$ cat src/verilog/tmr_pkg.sv
package tmr_pkg;
   // ------------------------------------------------------------------
   // widths
   // ------------------------------------------------------------------
   localparam int CNT_W  = 16;               // count and capture width
   localparam int ADDR_W = 8;                // decoded apb address bits
   localparam int DATA_W = 32;               // apb data width
   localparam int IRQ_W  = 5;                // number of sticky events

   // ------------------------------------------------------------------
   // register byte offsets
   // ------------------------------------------------------------------
   localparam logic [ADDR_W-1:0] OFS_COUNT    = 8'h00;  // count value, ro
   localparam logic [ADDR_W-1:0] OFS_CTRL     = 8'h04;  // mode control
   localparam logic [ADDR_W-1:0] OFS_CC_FIRST = 8'h08;  // capture/compare 1
   localparam logic [ADDR_W-1:0] OFS_CC_SEC   = 8'h0C;  // capture/compare 2
   localparam logic [ADDR_W-1:0] OFS_IRQ_STAT = 8'h10;  // sticky status, ro
   localparam logic [ADDR_W-1:0] OFS_IRQ_CLR  = 8'h14;  // clear, wo
   localparam logic [ADDR_W-1:0] OFS_IRQ_EN   = 8'h18;  // enable, rw

   // ------------------------------------------------------------------
   // control register fields
   // ------------------------------------------------------------------
   localparam int CTRL_W         = 12;       // implemented control bits
   localparam int CTL_MODE_LO    = 2;        // run mode, bits 3:2
   localparam int CTL_ONE_SHOT   = 4;        // one-shot pulse mode enable
   localparam int CTL_OS_TRIG    = 5;        // one-shot trigger, self clears
   localparam int CTL_CC1_CAP    = 6;        // first cc: 1 capture, 0 compare
   localparam int CTL_CC2_CAP    = 7;        // second cc: 1 capture
   localparam int CTL_ES1_LO     = 8;        // first input edge, bits 9:8
   localparam int CTL_ES2_LO     = 10;       // second input edge, bits 11:10
   localparam logic [CTRL_W-1:0] CTRL_RST = 12'h000;  // after reset

   // run mode encodings
   localparam logic [1:0] MODE_STOP     = 2'h0;  // stopped, count zero
   localparam logic [1:0] MODE_FREE     = 2'h1;  // free running
   localparam logic [1:0] MODE_CLR_EDGE = 2'h2;  // clear on first input edge
   localparam logic [1:0] MODE_CLR_MTCH = 2'h3;  // clear on first cc match

   // edge select encodings
   localparam logic [1:0] EDGE_FALL = 2'h0;      // falling edge
   localparam logic [1:0] EDGE_RISE = 2'h1;      // rising edge
   localparam logic [1:0] EDGE_BOTH = 2'h2;      // both edges

   // ------------------------------------------------------------------
   // interrupt status bit positions
   // ------------------------------------------------------------------
   localparam int IRQ_MATCH1 = 0;            // count equals first cc
   localparam int IRQ_MATCH2 = 1;            // count equals second cc
   localparam int IRQ_OVF    = 2;            // overflow flag
   localparam int IRQ_CAP1   = 3;            // capture into first cc
   localparam int IRQ_CAP2   = 4;            // capture into second cc

   // ------------------------------------------------------------------
   // reset values and constants
   // ------------------------------------------------------------------
   localparam logic [CNT_W-1:0]  CNT_ZERO = 16'h0000;  // cleared count
   localparam logic [CNT_W-1:0]  CNT_MAX  = 16'hFFFF;  // wrap point
   localparam logic [CNT_W-1:0]  CNT_ONE  = 16'h0001;  // increment
   localparam logic [IRQ_W-1:0]  IRQ_ZERO = 5'h00;     // no events
   localparam logic [DATA_W-1:0] DATA_ZERO = 32'h0000_0000;  // idle bus
endpackage : tmr_pkg

$ cat src/verilog/tmr_regbus_if.sv
`timescale 1ns/1ps
interface tmr_regbus_if;
   import tmr_pkg::*;
   logic              wr_en;   // one-cycle write strobe
   logic              rd_en;   // one-cycle read strobe
   logic [ADDR_W-1:0] addr;    // byte offset
   logic [DATA_W-1:0] wdata;   // write data
   logic [DATA_W-1:0] rdata;   // read data from register file
   logic              hit;     // offset is mapped
   modport front (output wr_en, rd_en, addr, wdata, input rdata, hit);
   modport regs  (input wr_en, rd_en, addr, wdata, output rdata, hit);
endinterface : tmr_regbus_if
$ cat src/verilog/tmr_apb_front.sv
`timescale 1ns/1ps
module tmr_apb_front
   import tmr_pkg::*;
(
   // clock and reset
   input  wire logic              clk,
   input  wire logic              rst,
   // apb slave
   input  wire logic              psel,
   input  wire logic              penable,
   input  wire logic              pwrite,
   input  wire logic [ADDR_W-1:0] paddr,
   input  wire logic [DATA_W-1:0] pwdata,
   output logic                   pready_q,
   output logic                   pslverr_q,
   output logic [DATA_W-1:0]      prdata_q,
   // register file side
   tmr_regbus_if.front            bus
);
   logic              pready_d;   // next ready
   logic              pslverr_d;  // next error
   logic [DATA_W-1:0] prdata_d;   // next read data
   logic              wait_c;     // first access cycle

   // ------------------------------------------------------------------
   // access phase: one wait state, then ready with data
   // ------------------------------------------------------------------
   // the wait state lets read data come out of a flip-flop
   always_comb begin
      wait_c     = psel & penable & ~pready_q;
      pready_d   = wait_c;
      pslverr_d  = wait_c & ~bus.hit;            // unmapped offset
      prdata_d   = DATA_ZERO;
      if (wait_c & ~pwrite & bus.hit) begin
         prdata_d = bus.rdata;
      end
      bus.addr   = paddr;
      bus.wdata  = pwdata;
      // write lands on the completing edge only
      bus.wr_en  = psel & penable & pready_q & pwrite & bus.hit;
      bus.rd_en  = wait_c & ~pwrite;
   end

   always_ff @(posedge clk) begin
      if (rst) begin
         pready_q  <= 1'b0;
         pslverr_q <= 1'b0;
         prdata_q  <= DATA_ZERO;
      end else begin
         pready_q  <= pready_d;
         pslverr_q <= pslverr_d;
         prdata_q  <= prdata_d;
      end
   end
endmodule : tmr_apb_front

$ cat src/verilog/tmr_core.sv
`timescale 1ns/1ps
// What this block does
// - count register is 16-bit, read only
// - count advances each count clock while running
// - running: count read returns current count
// - stopped: count read returns zero
// - reset or stop forces count zero
// - edge-clear mode: first input edge zeroes
// - match-clear mode: match with first cc zeroes
// - one-shot: trigger or first edge zeroes count
// - stop colliding with capture: capture takes the count as it stands
// - captured value persists until capture, software write or reset
// - count read has no side effect
// - mode 00 stops and clears; 01 free-runs
// - counting starts on nonzero mode, stops on 00
// - compare match raises first match interrupt
module tmr_core
   import tmr_pkg::*;
(
   // clock and reset
   input  wire logic              MCLK,
   input  wire logic              RST,
   // apb slave
   input  wire logic              PSEL,
   input  wire logic              PENABLE,
   input  wire logic              PWRITE,
   input  wire logic [ADDR_W-1:0] PADDR,
   input  wire logic [DATA_W-1:0] PWDATA,
   output logic                   PREADY,
   output logic                   PSLVERR,
   output logic [DATA_W-1:0]      PRDATA,
   // timer input pins
   input  wire logic              TIMER_INPUT_FIRST,
   input  wire logic              TIMER_INPUT_SECOND,
   // interrupt
   output logic                   IRQ
);

   // ------------------------------------------------------------------
   // state
   // ------------------------------------------------------------------
   logic [CNT_W-1:0]  count_q;       // running count
   logic [CNT_W-1:0]  count_d;       // next count
   logic [CTRL_W-1:0] ctrl_q;        // mode control bits
   logic [CTRL_W-1:0] ctrl_d;        // next control
   logic [CNT_W-1:0]  cc_first_q;    // first capture/compare
   logic [CNT_W-1:0]  cc_first_d;    // next first cc
   logic [CNT_W-1:0]  cc_sec_q;      // second capture/compare
   logic [CNT_W-1:0]  cc_sec_d;      // next second cc
   logic [IRQ_W-1:0]  stat_q;        // sticky events
   logic [IRQ_W-1:0]  stat_d;        // next status
   logic [IRQ_W-1:0]  irq_en_q;      // event enables
   logic [IRQ_W-1:0]  irq_en_d;      // next enables
   logic              irq_q;         // interrupt output flop
   logic              irq_d;         // next interrupt

   // ------------------------------------------------------------------
   // decoded helpers
   // ------------------------------------------------------------------
   logic [1:0]        mode;          // current run mode
   logic              running;       // mode is not stop
   logic              edge_first;    // valid edge on first input
   logic              edge_sec;      // valid edge on second input
   logic              match_first;   // count equals first cc, compare use
   logic              match_sec;     // count equals second cc, compare use
   logic              wrap;          // count about to wrap
   logic              cap_first;     // capture into first cc
   logic              cap_sec;       // capture into second cc
   logic              os_trig;       // one-shot trigger written
   logic              wr_ctrl;       // control write strobe
   logic [IRQ_W-1:0]  evt;           // this cycle's events
   logic [1:0]        edge_sel [2];  // per input edge selection
   logic              edge_pin [2];  // per input pin level
   logic              edge_hit [2];  // per input detected edge

   tmr_regbus_if bus ();

   // ------------------------------------------------------------------
   // register decode, used by the write paths; the read mux decodes with its own case
   // ------------------------------------------------------------------
   function automatic logic is_reg(input logic [ADDR_W-1:0] a,
                                   input logic [ADDR_W-1:0] ofs);
      is_reg = (a == ofs);
   endfunction

   // ------------------------------------------------------------------
   // apb front end
   // ------------------------------------------------------------------
   tmr_apb_front u_front (
      .clk       (MCLK),
      .rst       (RST),
      .psel      (PSEL),
      .penable   (PENABLE),
      .pwrite    (PWRITE),
      .paddr     (PADDR),
      .pwdata    (PWDATA),
      .pready_q  (PREADY),
      .pslverr_q (PSLVERR),
      .prdata_q  (PRDATA),
      .bus       (bus.front)
   );

   // ------------------------------------------------------------------
   // input edge detection, one per timer input pin
   // ------------------------------------------------------------------
   // pins are taken as synchronous, so no extra synchroniser here
   always_comb begin
      edge_pin[0] = TIMER_INPUT_FIRST;
      edge_pin[1] = TIMER_INPUT_SECOND;
      edge_sel[0] = ctrl_q[CTL_ES1_LO +: 2];
      edge_sel[1] = ctrl_q[CTL_ES2_LO +: 2];
   end

   genvar gi;
   generate
      for (gi = 0; gi < 2; gi++) begin : g_edge
         tmr_edge_detect u_edge (
            .clk   (MCLK),
            .rst   (RST),
            .pin   (edge_pin[gi]),
            .sel   (edge_sel[gi]),
            .pulse (edge_hit[gi])
         );
      end
   endgenerate

   // ------------------------------------------------------------------
   // event decode
   // ------------------------------------------------------------------
   always_comb begin
      mode        = ctrl_q[CTL_MODE_LO +: 2];
      running     = (mode != MODE_STOP);
      edge_first  = edge_hit[0] & running;
      edge_sec    = edge_hit[1] & running;
      // compare only in compare use; capture use never matches
      match_first = running & ~ctrl_q[CTL_CC1_CAP]
                  & (count_q == cc_first_q);
      match_sec   = running & ~ctrl_q[CTL_CC2_CAP]
                  & (count_q == cc_sec_q);
      wrap        = running & (count_q == CNT_MAX);
      // first cc catches on the second input, second cc on the first
      cap_first   = ctrl_q[CTL_CC1_CAP] & edge_sec;
      cap_sec     = ctrl_q[CTL_CC2_CAP] & edge_first;
      wr_ctrl     = bus.wr_en & is_reg(bus.addr, OFS_CTRL);
      os_trig     = wr_ctrl & running & ctrl_q[CTL_ONE_SHOT]
                  & bus.wdata[CTL_OS_TRIG];
      evt              = IRQ_ZERO;
      evt[IRQ_MATCH1]  = match_first;
      evt[IRQ_MATCH2]  = match_sec;
      evt[IRQ_OVF]     = wrap;
      evt[IRQ_CAP1]    = cap_first;
      evt[IRQ_CAP2]    = cap_sec;
   end

   // ------------------------------------------------------------------
   // counter next value
   // ------------------------------------------------------------------
   // clears take priority over the increment; a stop wins over all
   always_comb begin
      count_d = count_q + CNT_ONE;
      if (!running) begin
         count_d = CNT_ZERO;
      end else if (ctrl_q[CTL_ONE_SHOT] & (os_trig | edge_first)) begin
         count_d = CNT_ZERO;
      end else if ((mode == MODE_CLR_EDGE) & edge_first) begin
         count_d = CNT_ZERO;
      end else if ((mode == MODE_CLR_MTCH) & match_first) begin
         count_d = CNT_ZERO;
      end else if (wrap) begin
         count_d = CNT_ZERO;
      end
      // a write stopping the timer clears at once
      if (wr_ctrl & (bus.wdata[CTL_MODE_LO +: 2] == MODE_STOP)) begin
         count_d = CNT_ZERO;
      end
   end

   always_ff @(posedge MCLK) begin
      if (RST) begin
         count_q <= CNT_ZERO;
      end else begin
         count_q <= count_d;
      end
   end

   // ------------------------------------------------------------------
   // control register
   // ------------------------------------------------------------------
   // the trigger bit is never stored, it only acts in its write cycle
   always_comb begin
      ctrl_d = ctrl_q;
      if (wr_ctrl) begin
         ctrl_d = bus.wdata[CTRL_W-1:0];
         ctrl_d[CTL_OS_TRIG] = 1'b0;
      end
   end

   always_ff @(posedge MCLK) begin
      if (RST) begin
         ctrl_q <= CTRL_RST;
      end else begin
         ctrl_q <= ctrl_d;
      end
   end

   // ------------------------------------------------------------------
   // capture/compare registers
   // ------------------------------------------------------------------
   // capture beats a software write in the same cycle; a capture that
   // meets a stop simply takes the count as it stands
   always_comb begin
      cc_first_d = cc_first_q;
      cc_sec_d   = cc_sec_q;
      if (bus.wr_en & is_reg(bus.addr, OFS_CC_FIRST)) begin
         cc_first_d = bus.wdata[CNT_W-1:0];
      end
      if (bus.wr_en & is_reg(bus.addr, OFS_CC_SEC)) begin
         cc_sec_d = bus.wdata[CNT_W-1:0];
      end
      if (cap_first) begin
         cc_first_d = count_q;
      end
      if (cap_sec) begin
         cc_sec_d = count_q;
      end
   end

   always_ff @(posedge MCLK) begin
      if (RST) begin
         cc_first_q <= CNT_ZERO;
         cc_sec_q   <= CNT_ZERO;
      end else begin
         cc_first_q <= cc_first_d;
         cc_sec_q   <= cc_sec_d;
      end
   end

   // ------------------------------------------------------------------
   // interrupt status, enable and output
   // ------------------------------------------------------------------
   // a new event wins over a clear aimed at the same bit
   always_comb begin
      stat_d   = stat_q;
      irq_en_d = irq_en_q;
      if (bus.wr_en & is_reg(bus.addr, OFS_IRQ_CLR)) begin
         stat_d = stat_q & ~bus.wdata[IRQ_W-1:0];
      end
      stat_d = stat_d | evt;
      if (bus.wr_en & is_reg(bus.addr, OFS_IRQ_EN)) begin
         irq_en_d = bus.wdata[IRQ_W-1:0];
      end
      irq_d = |(stat_d & irq_en_d);
   end

   always_ff @(posedge MCLK) begin
      if (RST) begin
         stat_q   <= IRQ_ZERO;
         irq_en_q <= IRQ_ZERO;
         irq_q    <= 1'b0;
      end else begin
         stat_q   <= stat_d;
         irq_en_q <= irq_en_d;
         irq_q    <= irq_d;
      end
   end

   assign IRQ = irq_q;

   // ------------------------------------------------------------------
   // read mux, pure: reading changes no state
   // ------------------------------------------------------------------
   always_comb begin
      bus.rdata = DATA_ZERO;
      bus.hit   = 1'b1;
      case (bus.addr)
         OFS_COUNT: begin
            if (running) begin
               bus.rdata[CNT_W-1:0] = count_q;
            end else begin
               bus.rdata[CNT_W-1:0] = CNT_ZERO;
            end
         end
         OFS_CTRL:     bus.rdata[CTRL_W-1:0] = ctrl_q;
         OFS_CC_FIRST: bus.rdata[CNT_W-1:0]  = cc_first_q;
         OFS_CC_SEC:   bus.rdata[CNT_W-1:0]  = cc_sec_q;
         OFS_IRQ_STAT: bus.rdata[IRQ_W-1:0]  = stat_q;
         OFS_IRQ_CLR:  bus.rdata = DATA_ZERO;   // write only
         OFS_IRQ_EN:   bus.rdata[IRQ_W-1:0]  = irq_en_q;
         default:      bus.hit = 1'b0;          // unmapped
      endcase
   end

endmodule : tmr_core

$ cat src/verilog/tmr_edge_detect.sv
`timescale 1ns/1ps
module tmr_edge_detect
   import tmr_pkg::*;
(
   // clock and reset
   input  wire logic       clk,
   input  wire logic       rst,
   // pin and selection
   input  wire logic       pin,
   input  wire logic [1:0] sel,
   // detected edge
   output logic            pulse
);
   logic prev_q;   // pin one cycle ago
   logic prev_d;   // next value

   // ------------------------------------------------------------------
   // previous level
   // ------------------------------------------------------------------
   always_comb begin
      prev_d = pin;
   end

   always_ff @(posedge clk) begin
      if (rst) begin
         prev_q <= 1'b0;
      end else begin
         prev_q <= prev_d;
      end
   end

   // ------------------------------------------------------------------
   // edge decode; unused select code detects nothing
   // ------------------------------------------------------------------
   always_comb begin
      case (sel)
         EDGE_FALL: pulse = prev_q & ~pin;   // high to low
         EDGE_RISE: pulse = ~prev_q & pin;   // low to high
         EDGE_BOTH: pulse = prev_q ^ pin;    // any change
         default:   pulse = 1'b0;            // reserved code
      endcase
   end
endmodule : tmr_edge_detect

$ cat config.mk
export PLATFORM = sky130hd
export DESIGN_NAME = tmr_core
export DESIGN_NICKNAME = d
export VERILOG_FILES = /design/src/verilog/tmr_pkg.sv /design/src/verilog/tmr_regbus_if.sv /design/src/verilog/tmr_apb_front.sv /design/src/verilog/tmr_core.sv /design/src/verilog/tmr_edge_detect.sv
export SDC_FILE = /design/constraint.sdc
export NUM_CORES = 1
export LEC_CHECK = 0
export BUFFER_PORTS_ARGS = -buffer_cell sky130_fd_sc_hd__buf_2
export CORE_MARGIN = 10
export CORE_UTILIZATION = 60
export DETAILED_ROUTE_END_ITERATION = 8
export GPL_TIMING_DRIVEN = 0
export PLACE_DENSITY = 0.83
export REMOVE_ABC_BUFFERS = 1
export SYNTH_ARGS = -nofsm -noshare
export SYNTH_HDL_FRONTEND = slang
export SYNTH_HIERARCHICAL = 1
export SYNTH_SLANG_ARGS = --single-unit
$ cat constraint.sdc
create_clock -name MCLK -period 6.55 [get_ports MCLK]
set_input_delay 0.655 -clock MCLK [delete_from_list [all_inputs] [get_ports MCLK]]
set_output_delay 0.655 -clock MCLK [all_outputs]
set_load 0.1 [all_outputs]
==> summary.md, run 1 <==
| Metric | Value |
|---|---|
| Status | `completed` |
| Starting Density | `61.6%` |
| Crit-path cells | `buf_2 -> nor3_1 -> nand2_1 -> nor3_1 -> nand3_2 -> nor2_2 -> nand2b_1 -> nor3_1 -> nand2_1 -> a21boi_0 -> o221a_2 -> o21ai_2` |
| Grt ovf | `0` |
| Initial antenna violation count | `0` |
| Average wire per standard cell | `18.8 µm` |
| HP Class | `flop to flop` |
| Path depth of the worst reg2reg path | `8` |
| Die span in x | `115 µm` |
| Global-route wire length before repair | `22000 µm` |
| PnR worst setup slack | `2.40 ns` |
| Cell count after synthesis | `590` |
| IO Count | `82` |
| Total number of vias | `4414` |
| Sinks on the clock net | `106` |
| Multi-input logic area | `2860 µm²` |
| Syn. warnings | `6` |
| Fillers | `682` |
| Setup CP Type | `input pin to flop` |
| Worst skew pair latency | `0.37 ns` |
| Pre-antenna DRT Iters | `9` |
| Startpoint Class | `input pin` |
| Worst path most repeated cell | `nor3_1` |
| TritonCTS clock tree | `yes` |
| # port buffers | `65` |
| Post-route DRC | `0` |
| Total core area | `8720 µm²` |
| Final net count | `660` |
| Worst Setup End Kind | `flop` |
| Global Route Usage Sum | `20.5%` |
| Final setup vio count | `0` |
| Worst reg2reg setup slack | `3.25 ns` |
| Core Rows | `34` |
| CP required | `6.79 ns` |
| Skew final | `0.0108 ns` |
| H-tree Lvls | `3` |
| Die Footprint | `13100 µm²` |
| Hpwl dp | `8990 µm` |
| Final ANT Viol Nets | `0` |
| Power density over the cells | `201 nW/µm²` |
| Slew HR | `10.9%` |
| Area growth, synth to finish | `6.82%` |
| Crit path DAT | `4.38 ns` |
| Hold path cells | `2` |
| Worst vdd ir | `0.000121 V` |
| Die height | `115 µm` |
| Number of global-route vias before repair | `4438` |
| Fin crit period | `4.15 ns` |
| Mapped Area | `5380 µm²` |
| WHS Endpoint | `ctrl_q[0]$_SDFFE_PP0P_` |
| End of the worst register-to-register path | `cc_sec_q[7]$_SDFFE_PP0P_` |
| Diode count | `0` |
| DRT Wirelength | `13600 µm` |
| Max-cap violations | `0` |
| Postcts setup bufs | `0` |
| Clk root buf | `clkbuf_8` |
| FF+latch area | `2120 µm²` |
| Critical Path Max Stage Delay | `0.98 ns` |
| Post-Route Setup TNS | `0 ns` |
| Worst-Margin Slew | `1.33 ns` |
| Drt initial violations | `414` |
| Vias per inst | `6.13` |
| CTS Buf Count | `9` |
| Unrepaired setup endpoints after global routing | `false` |
| Synthesized area per cell | `9.11 µm²` |
| RePlAce Congestion | `0.911` |
| CTS resizes | `0` |
| DP Worst Slack | `1.70 ns` |
| Pleak | `2.49 nW` |
| Critical Path Fanout Max | `33` |
| CTS Buffer Depth | `2` |
| Largest net degree at the start of global routing | `59` |
| Final Max Slew Viols | `0` |
| Final Cycle Share | `63.3%` |
| Share of post-route cells with drive strength above 1 | `19.9%` |
| Clock transition at path regs | `0.10 ns` |
| HP Start | `ctrl_q[0]$_SDFFE_PP0P_` |
| Final hold vios | `0` |
| Post-Route Utilization | `65.9%` |
| Slowest stage cell, crit path | `nor2_2` |
| Fmax | `241 MHz` |
| Worst r2r src | `g_edge[0].u_edge/prev_q$_SDFF_PP0_` |
| Post-CTS Hold Buffers | `0` |
-- per-stage QoR --
step	cell area [µm²]	hold WS, ns	power (mW)	cells
after detailed placement	5520	0.467	0.713	705
after global placement	5490	0.441	0.711	703
after CTS	5740	0.476	1.15	720
after global routing	5740	0.492	1.18	720
after floorplan	5020	0.430	0.684	530
final	5740	0.480	1.15	720
-- cell usage in the layout, fill, tap and decap left out, types with 2 or more instances in the layout --
cell type	instances
a21oi_1	18
nor4_1	7
nand4_1	7
dfxtp_1	106
o22ai_1	2
nand2_1	40
nor2_1	71
bufinv_16	2
and4_1	2
xor2_1	27
and4bb_1	2
and2_1	2
a22oi_1	13
a211oi_1	31
nor2_2	3
nand2b_1	4
conb_1	16
a21boi_0	2
clkbuf_8	11
buf_6	2
a222oi_1	10
a21bo_2	2
xnor2_1	19
nand3_1	20
inv_1	17
nor4bb_1	3
nor3_1	7
ha_1	5
o21ai_2	2
mux2i_1	41
clkbuf_1	2
buf_2	65
and4bb_2	27
-- critical path: cells and delay by family --
family	cells	cell delay, ns
AND/OR/NAND/NOR	8	3.02
buffers and inverters	1	0.11
AO/OA/AOI/OAI	3	0.60
-- power by group --
part	internal, mW	total, mW	leakage (nW)	switching [mW]
Combinational	0.0178	0.0535	1.53	0.0357
Clock	0.235	0.454	0.110	0.219
Sequential	0.645	0.646	0.854	0.000846
Total	0.898	1.15	2.49	0.256
-- layout make-up --
class / instances / area share (%)
multi-input cells: 407 / 49.7
flip-flops and latches: 106 / 36.9
repair buffers: 67 / 6.06
clock buffers: 13 / 2.77
well taps: 108 / 2.35
inverters: 17 / 1.11
clock inverters: 2 / 1.05
-- flip-flops by register name, summed over array words and instances (netlist names), 2 cells and up --
signal / cells
cc_first_q: 16
cc_sec_q: 16
count_q: 16
ctrl_q: 11
g_edge.u_edge/prev_q: 2
irq_en_q: 5
stat_q: 5
u_front/prdata_q: 32
-- routing by layer --
layer	vias to the layer above	GRT usage, %	share of wire (%)
met4	0	9.61	2.8
met3	32	4.30	8.2
met2	204	33.7	48
met5	-	0	0
li1	2081	-	-
met1	2097	24.8	41
-- worst max-delay path by stage --
stage,from,endpoint,slack [ns],depth (start not counted)
6_report,PADDR[5],IRQ$_SDFF_PP0_,2.40,12
5_1_grt,PADDR[5],IRQ$_SDFF_PP0_,2.03,12
4_1_cts,PADDR[5],IRQ$_SDFF_PP0_,2.03,12
3_5_place_dp,PADDR[5],IRQ$_SDFF_PP0_,1.70,12
3_3_place_gp,PADDR[5],IRQ$_SDFF_PP0_,1.81,12
2_1_floorplan,PADDR[5],IRQ$_SDFF_PP0_,3.12,11
Power figures use the tool's default switching activity.
==> run 2, diff against run 1 <==
CORE_UTILIZATION = 58   (was 60)
PLACE_DENSITY = 0.81   (was 0.83)
clock period = 4.07 ns   (was 6.55 ns; I/O delays follow)
==> run 2 against run 1 <==
Net effect: routed wire length fell by 1.9%; utilization fell by 3.3 points; worst setup slack worse by 2.0 ns; die area rose by 2.8%; largest power group unchanged; cell count is 0.42% higher; clock skew up 0.0016 ns; largest cell class unchanged; clock power rose by 52%; clock-buffer cell count fell by 1; highest routed layer unchanged; non-clock buffer count down 1; first-iteration DRC count grew 8.2%; design area is 0.26% lower.
==> summary.md, run 2 (synthesis gave the netlist of run 1 again) <==
| Metric | Value |
|---|---|
| Status | `completed` |
| Slew HR | `10.6%` |
| FF+latch area | `2120 µm²` |
| H-tree Lvls | `3` |
| Post-route DRC | `0` |
| Die span in x | `116 µm` |
| Power density over the cells | `317 nW/µm²` |
| Critical Path Fanout Max | `33` |
| # port buffers | `65` |
| Fin crit period | `3.67 ns` |
| HP Class | `input pin to flop` |
| Final Cycle Share | `90.3%` |
| Hpwl dp | `9120 µm` |
| Grt ovf | `0` |
| Fmax | `272 MHz` |
| Total number of vias | `4439` |
| CTS Buf Count | `9` |
| Commonest cells after routing, fill and taps aside | `106 x dfxtp_1, 71 x nor2_1, 65 x buf_2` |
| Postcts setup bufs | `0` |
| Largest net degree at the start of global routing | `59` |
| Max-cap violations | `0` |
| CTS Buffer Depth | `2` |
| Net Sw Frac | `23.4%` |
| Initial antenna violation count | `0` |
| Area growth, synth to finish | `6.54%` |
| Fillers | `757` |
| IO Count | `82` |
| Startpoint Class | `input pin` |
| Core Rows | `35` |
| Multi-input logic area | `2860 µm²` |
| CP required | `4.31 ns` |
| Number of global-route vias before repair | `4194` |
| Average wire per standard cell | `18.4 µm` |
| Sequential share of power | `57.3%` |
| Die Footprint | `13500 µm²` |
| Vias per inst | `6.14` |
| Skew final | `0.0124 ns` |
| Share of total power in combinational logic | `4.6%` |
| P_sw | `0.424 mW` |
| RePlAce Congestion | `0.996` |
| Biggest register | `u_front/prdata_q` |
| Fin cells | `723` |
| Path depth of the worst reg2reg path | `8` |
| Worst Setup End Kind | `flop` |
| Final net count | `659` |
| CTS resizes | `0` |
| Most common cell after layout, fill and taps aside | `dfxtp_1` |
| TritonCTS clock tree | `yes` |
| Worst skew pair latency | `0.38 ns` |
| Global Route Usage Sum | `19.2%` |
| P_int | `1.39 mW` |
| Total core area | `9150 µm²` |
| Diode count | `0` |
| Clock network power share | `38.1%` |
| Setup CP Type | `input pin to flop` |
| Clk root buf | `clkbuf_8` |
| Max FFs per register | `32` |
| Crit path DAT | `3.91 ns` |
| Placed Cells | `707` |
| Post-CTS Hold Buffers | `0` |
| Area after DPL | `5510 µm²` |
| Final Max Slew Viols | `0` |
| Unrepaired setup endpoints after global routing | `false` |
| Hold WS | `0.296 ns` |
| Die height | `116 µm` |
| Worst-Margin Slew | `1.34 ns` |
| Clock transition at path regs | `0.10 ns` |
| Final ANT Viol Nets | `0` |
| Share of post-route cells with drive strength above 1 | `20.1%` |
| Worst reg2reg setup slack | `0.76 ns` |
| Final setup vio count | `0` |
| Drt initial violations | `448` |
| Global-route wire length before repair | `20800 µm` |
| Pleak | `2.48 nW` |
| Worst vdd ir | `0.000164 V` |
| Finished Cell Area | `5730 µm²` |
| Final hold vios | `0` |
| Sinks on the clock net | `106` |
| Starting Density | `58.7%` |
| Pre-antenna DRT Iters | `7` |
| Overall power | `1.82 mW` |
| Hold path cells | `3` |
| DRT Wirelength | `13300 µm` |
## run 2: changes by cell type in the layout (fill, tap and decap cells not counted), sizes merged
| cell | delta |
|---|---|
| buf | -1 |
| clkbuf | -1 |
| clkinv | +1 |
| inv | +2 |
| bufinv | -1 |
## run 2: final cells by class
type / instances / area share (%)
repair buffers: 66 / 5.88
clock buffers: 12 / 2.71
flip-flops and latches: 106 / 37.0
clock inverters: 4 / 0.983
inverters: 17 / 1.11
well taps: 111 / 2.42
multi-input cells: 407 / 49.8
## run 2: final timing paths
kind / startpoint / to
worst min register to register: ctrl_q[1]$_SDFFE_PP0P_ / ctrl_q[1]$_SDFFE_PP0P_
worst min-delay path: TIMER_INPUT_FIRST / g_edge[0].u_edge/prev_q$_SDFF_PP0_
worst max-delay path: PADDR[5] / IRQ$_SDFF_PP0_
worst max register to register: g_edge[0].u_edge/prev_q$_SDFF_PP0_ / cc_sec_q[10]$_SDFFE_PP0P_
## run 2: worst max-delay path: stages
cell and delay, ns:
buf_2 0.11, nor3_1 0.34, nand2_1 0.08, nor3_1 0.27, nand3_2 0.47, nor2_2 0.92
nand2b_1 0.22, nor3_1 0.39, nand2_1 0.12, a32o_1 0.24, a22oi_1 0.25, o21ai_2 0.08
## run 2: metrics by stage
| stage | setup TNS, ns | utilization, % | setup slack [ns] |
|---|---|---|---|
| 3_3_place_gp | -3.47 | 60.0 | -0.284 |
| 6_report | 0 | 62.6 | 0.397 |
| 5_1_grt | 0 | 62.6 | 0.0500 |
| 2_1_floorplan | 0 | - | 0.891 |
| 4_1_cts | 0 | 62.6 | 0.0159 |
| 3_5_place_dp | -5.06 | 60.2 | -0.361 |
## run 2: per-layer routing
| metal | vias up | GRT usage, % | routed length [µm] |
|---|---|---|---|
| li1 | 2080 | - | - |
| met1 | 2124 | 23.5 | 5560 |
| met2 | 206 | 31.3 | 6290 |
| met3 | 29 | 4.83 | 1110 |
| met4 | 0 | 8.42 | 336 |
| met5 | - | 0 | 0 |
## run 2: power by group through the flow
stage                     clock network (mW)  registers (mW)  logic, mW
after floorplan                            0            1.07     0.0302
after global placement                     0            1.06     0.0781
after detailed placement                   0            1.06     0.0816
after CTS                              0.691            1.04     0.0822
after global routing                   0.733            1.04     0.0916
final                                  0.692            1.04     0.0837
==> run 3, diff against run 2 <==
CORE_UTILIZATION = 45   (was 58)
PLACE_DENSITY = 0.65   (was 0.81)
==> run 3 against run 2 <==
Net effect: utilization fell by 12 points; via count fell by 4.0%; clock-buffer cell count fell by 3; flip-flop and latch count did not move; design area rose by 2.4%; maximum frequency rose by 7.9%; sequential share of layout area fell by 0.85 points; clock skew fell by 0.0043 ns; critical path depth did not move; worst setup slack improved by 0.27 ns; sequential power barely moved; first-iteration DRC count fell by 21%; largest cell class unchanged; highest routed layer unchanged.
==> summary.md, run 3 (synthesis gave the netlist of run 1 again) <==
| Metric | Value |
|---|---|
| Share of post-route cells with drive strength above 1 | `20.3%` |
| Worst vdd ir | `0.000193 V` |
| Global Route Usage Sum | `16.2%` |
| Final setup vio count | `0` |
| H-tree Lvls | `3` |
| CP required | `4.28 ns` |
| Global-route wire length before repair | `21800 µm` |
| Initial antenna violation count | `0` |
| Area growth, synth to finish | `9.05%` |
| Worst Setup End Kind | `flop` |
| Pleak | `2.52 nW` |
| Clk root buf | `clkbuf_16` |
| Final hold vios | `0` |
| Power density over the cells | `340 nW/µm²` |
| CTS Buf Count | `9` |
| Grt ovf | `0` |
| Commonest cells after routing, fill and taps aside | `106 x dfxtp_1, 71 x nor2_1, 65 x buf_2` |
| Final Cycle Share | `83.7%` |
| Number of global-route vias before repair | `4297` |
| Unrepaired setup endpoints after global routing | `false` |
| RePlAce Congestion | `0.874` |
| Worst skew pair latency | `0.35 ns` |
| Setup CP Type | `input pin to flop` |
| Die height | `129 µm` |
| Fillers | `1102` |
| Final Max Slew Viols | `0` |
| Most common cell after layout, fill and taps aside | `dfxtp_1` |
| Post-route DRC | `0` |
| IO Count | `82` |
| Starting Density | `46.5%` |
| Hpwl dp | `9520 µm` |
| Pre-antenna DRT Iters | `5` |
| Sinks on the clock net | `106` |
| Worst-Margin Slew | `1.31 ns` |
| # port buffers | `65` |
| Vias per inst | `5.63` |
| Core Rows | `39` |
| Critical Path Fanout Max | `33` |
| Final ANT Viol Nets | `0` |
| Area after DPL | `5560 µm²` |
| Die Footprint | `16700 µm²` |
| Largest net degree at the start of global routing | `59` |
| Die span in x | `129 µm` |
| Finished Cell Area | `5860 µm²` |
| Post-Route Setup TNS | `0 ns` |
| Slew HR | `12.6%` |
| CTS Buffer Depth | `2` |
| HP Class | `input pin to flop` |
| Overall power | `1.99 mW` |
| Average wire per standard cell | `18.0 µm` |
| Postcts setup bufs | `0` |
| Total core area | `11600 µm²` |
| Crit path DAT | `3.61 ns` |
| Hold WS | `0.315 ns` |
| Startpoint Class | `input pin` |
| Max-cap violations | `0` |
| Drt initial violations | `353` |
| Total number of vias | `4260` |
| DRT Wirelength | `13600 µm` |
| Clock transition at path regs | `0.07 ns` |
| Post-CTS Hold Buffers | `0` |
| Status | `completed` |
| Skew final | `0.00815 ns` |
| Final net count | `659` |
| Max FFs per register | `32` |
| TritonCTS clock tree | `yes` |
| Fmax | `294 MHz` |
| Fin crit period | `3.41 ns` |
| Biggest register | `u_front/prdata_q` |
[run 3: cell types whose count changed in the layout (fill, tap and decap cells not counted), sizes merged]
cell / before / now
clkinvlp: 0 / 1
clkinv: 1 / 5
clkbuf: 12 / 9
diode: 0 / 1
inv: 19 / 17
[run 3: report_power, final]
part	switching, mW	internal (mW)	leakage (nW)
clock	0.392	0.476	0.145
combinational	0.0551	0.0284	1.52
sequential	0.00135	1.04	0.854
[run 3: what timing repair did]
action,in CTS,in global routing
hold endpoints to repair,0,0
endpoints found under the setup margin,0,1
resized for setup,0,1
[run 3: final cells by class]
| cell class | count | area (µm²) | share of cell area, % |
|---|---|---|---|
| multi-input cells | 407 | 2860 | 48.8 |
| flip-flops and latches | 106 | 2120 | 36.2 |
| repair buffers | 66 | 340 | 5.80 |
| clock buffers | 9 | 225 | 3.84 |
| well taps | 143 | 179 | 3.05 |
| clock inverters | 7 | 70.1 | 1.20 |
| inverters | 17 | 63.8 | 1.09 |
| diodes | 1 | 2.50 | 0.0427 |
[run 3: routing by layer]
metal	share of wire, %	track usage (%)
met1	42	19.4
met2	47	27.1
met3	8.7	4.45
met4	2.0	6.49
met5	0	0
[run 3: path summary, 6_finish.rpt]
kind                                                         start                           to  slack (ns)  cells after the start
worst max-delay path                                      PADDR[5]               IRQ$_SDFF_PP0_        0.66                     12
worst min-delay path                                       PENABLE  u_front/pready_q$_SDFF_PP0_        0.32                      3
worst max register to register  g_edge[0].u_edge/prev_q$_SDFF_PP0_    cc_sec_q[10]$_SDFFE_PP0P_        0.81                      8
worst min register to register              ctrl_q[0]$_SDFFE_PP0P_       ctrl_q[0]$_SDFFE_PP0P_        0.46                      2
[run 3: critical path, cell delays in order]
cell	delay [ns]
buf_2	0.11
nor3_1	0.32
nand2_1	0.08
nor3_1	0.29
nand3_2	0.49
nor2_4	0.63
nand2b_1	0.20
nor3_1	0.42
nand2_1	0.09
a21boi_0	0.25
o221a_2	0.26
o21ai_2	0.05
[run 3: per-stage QoR]
stage               instances  setup slack (ns)  util [%]
floorplan                 530             0.891         -
global placement          738            -0.417      47.8
detailed placement        739            0.0368      48.1
CTS                       755             0.394      50.6
global route              755             0.264      50.7
finish                    756             0.665      50.7
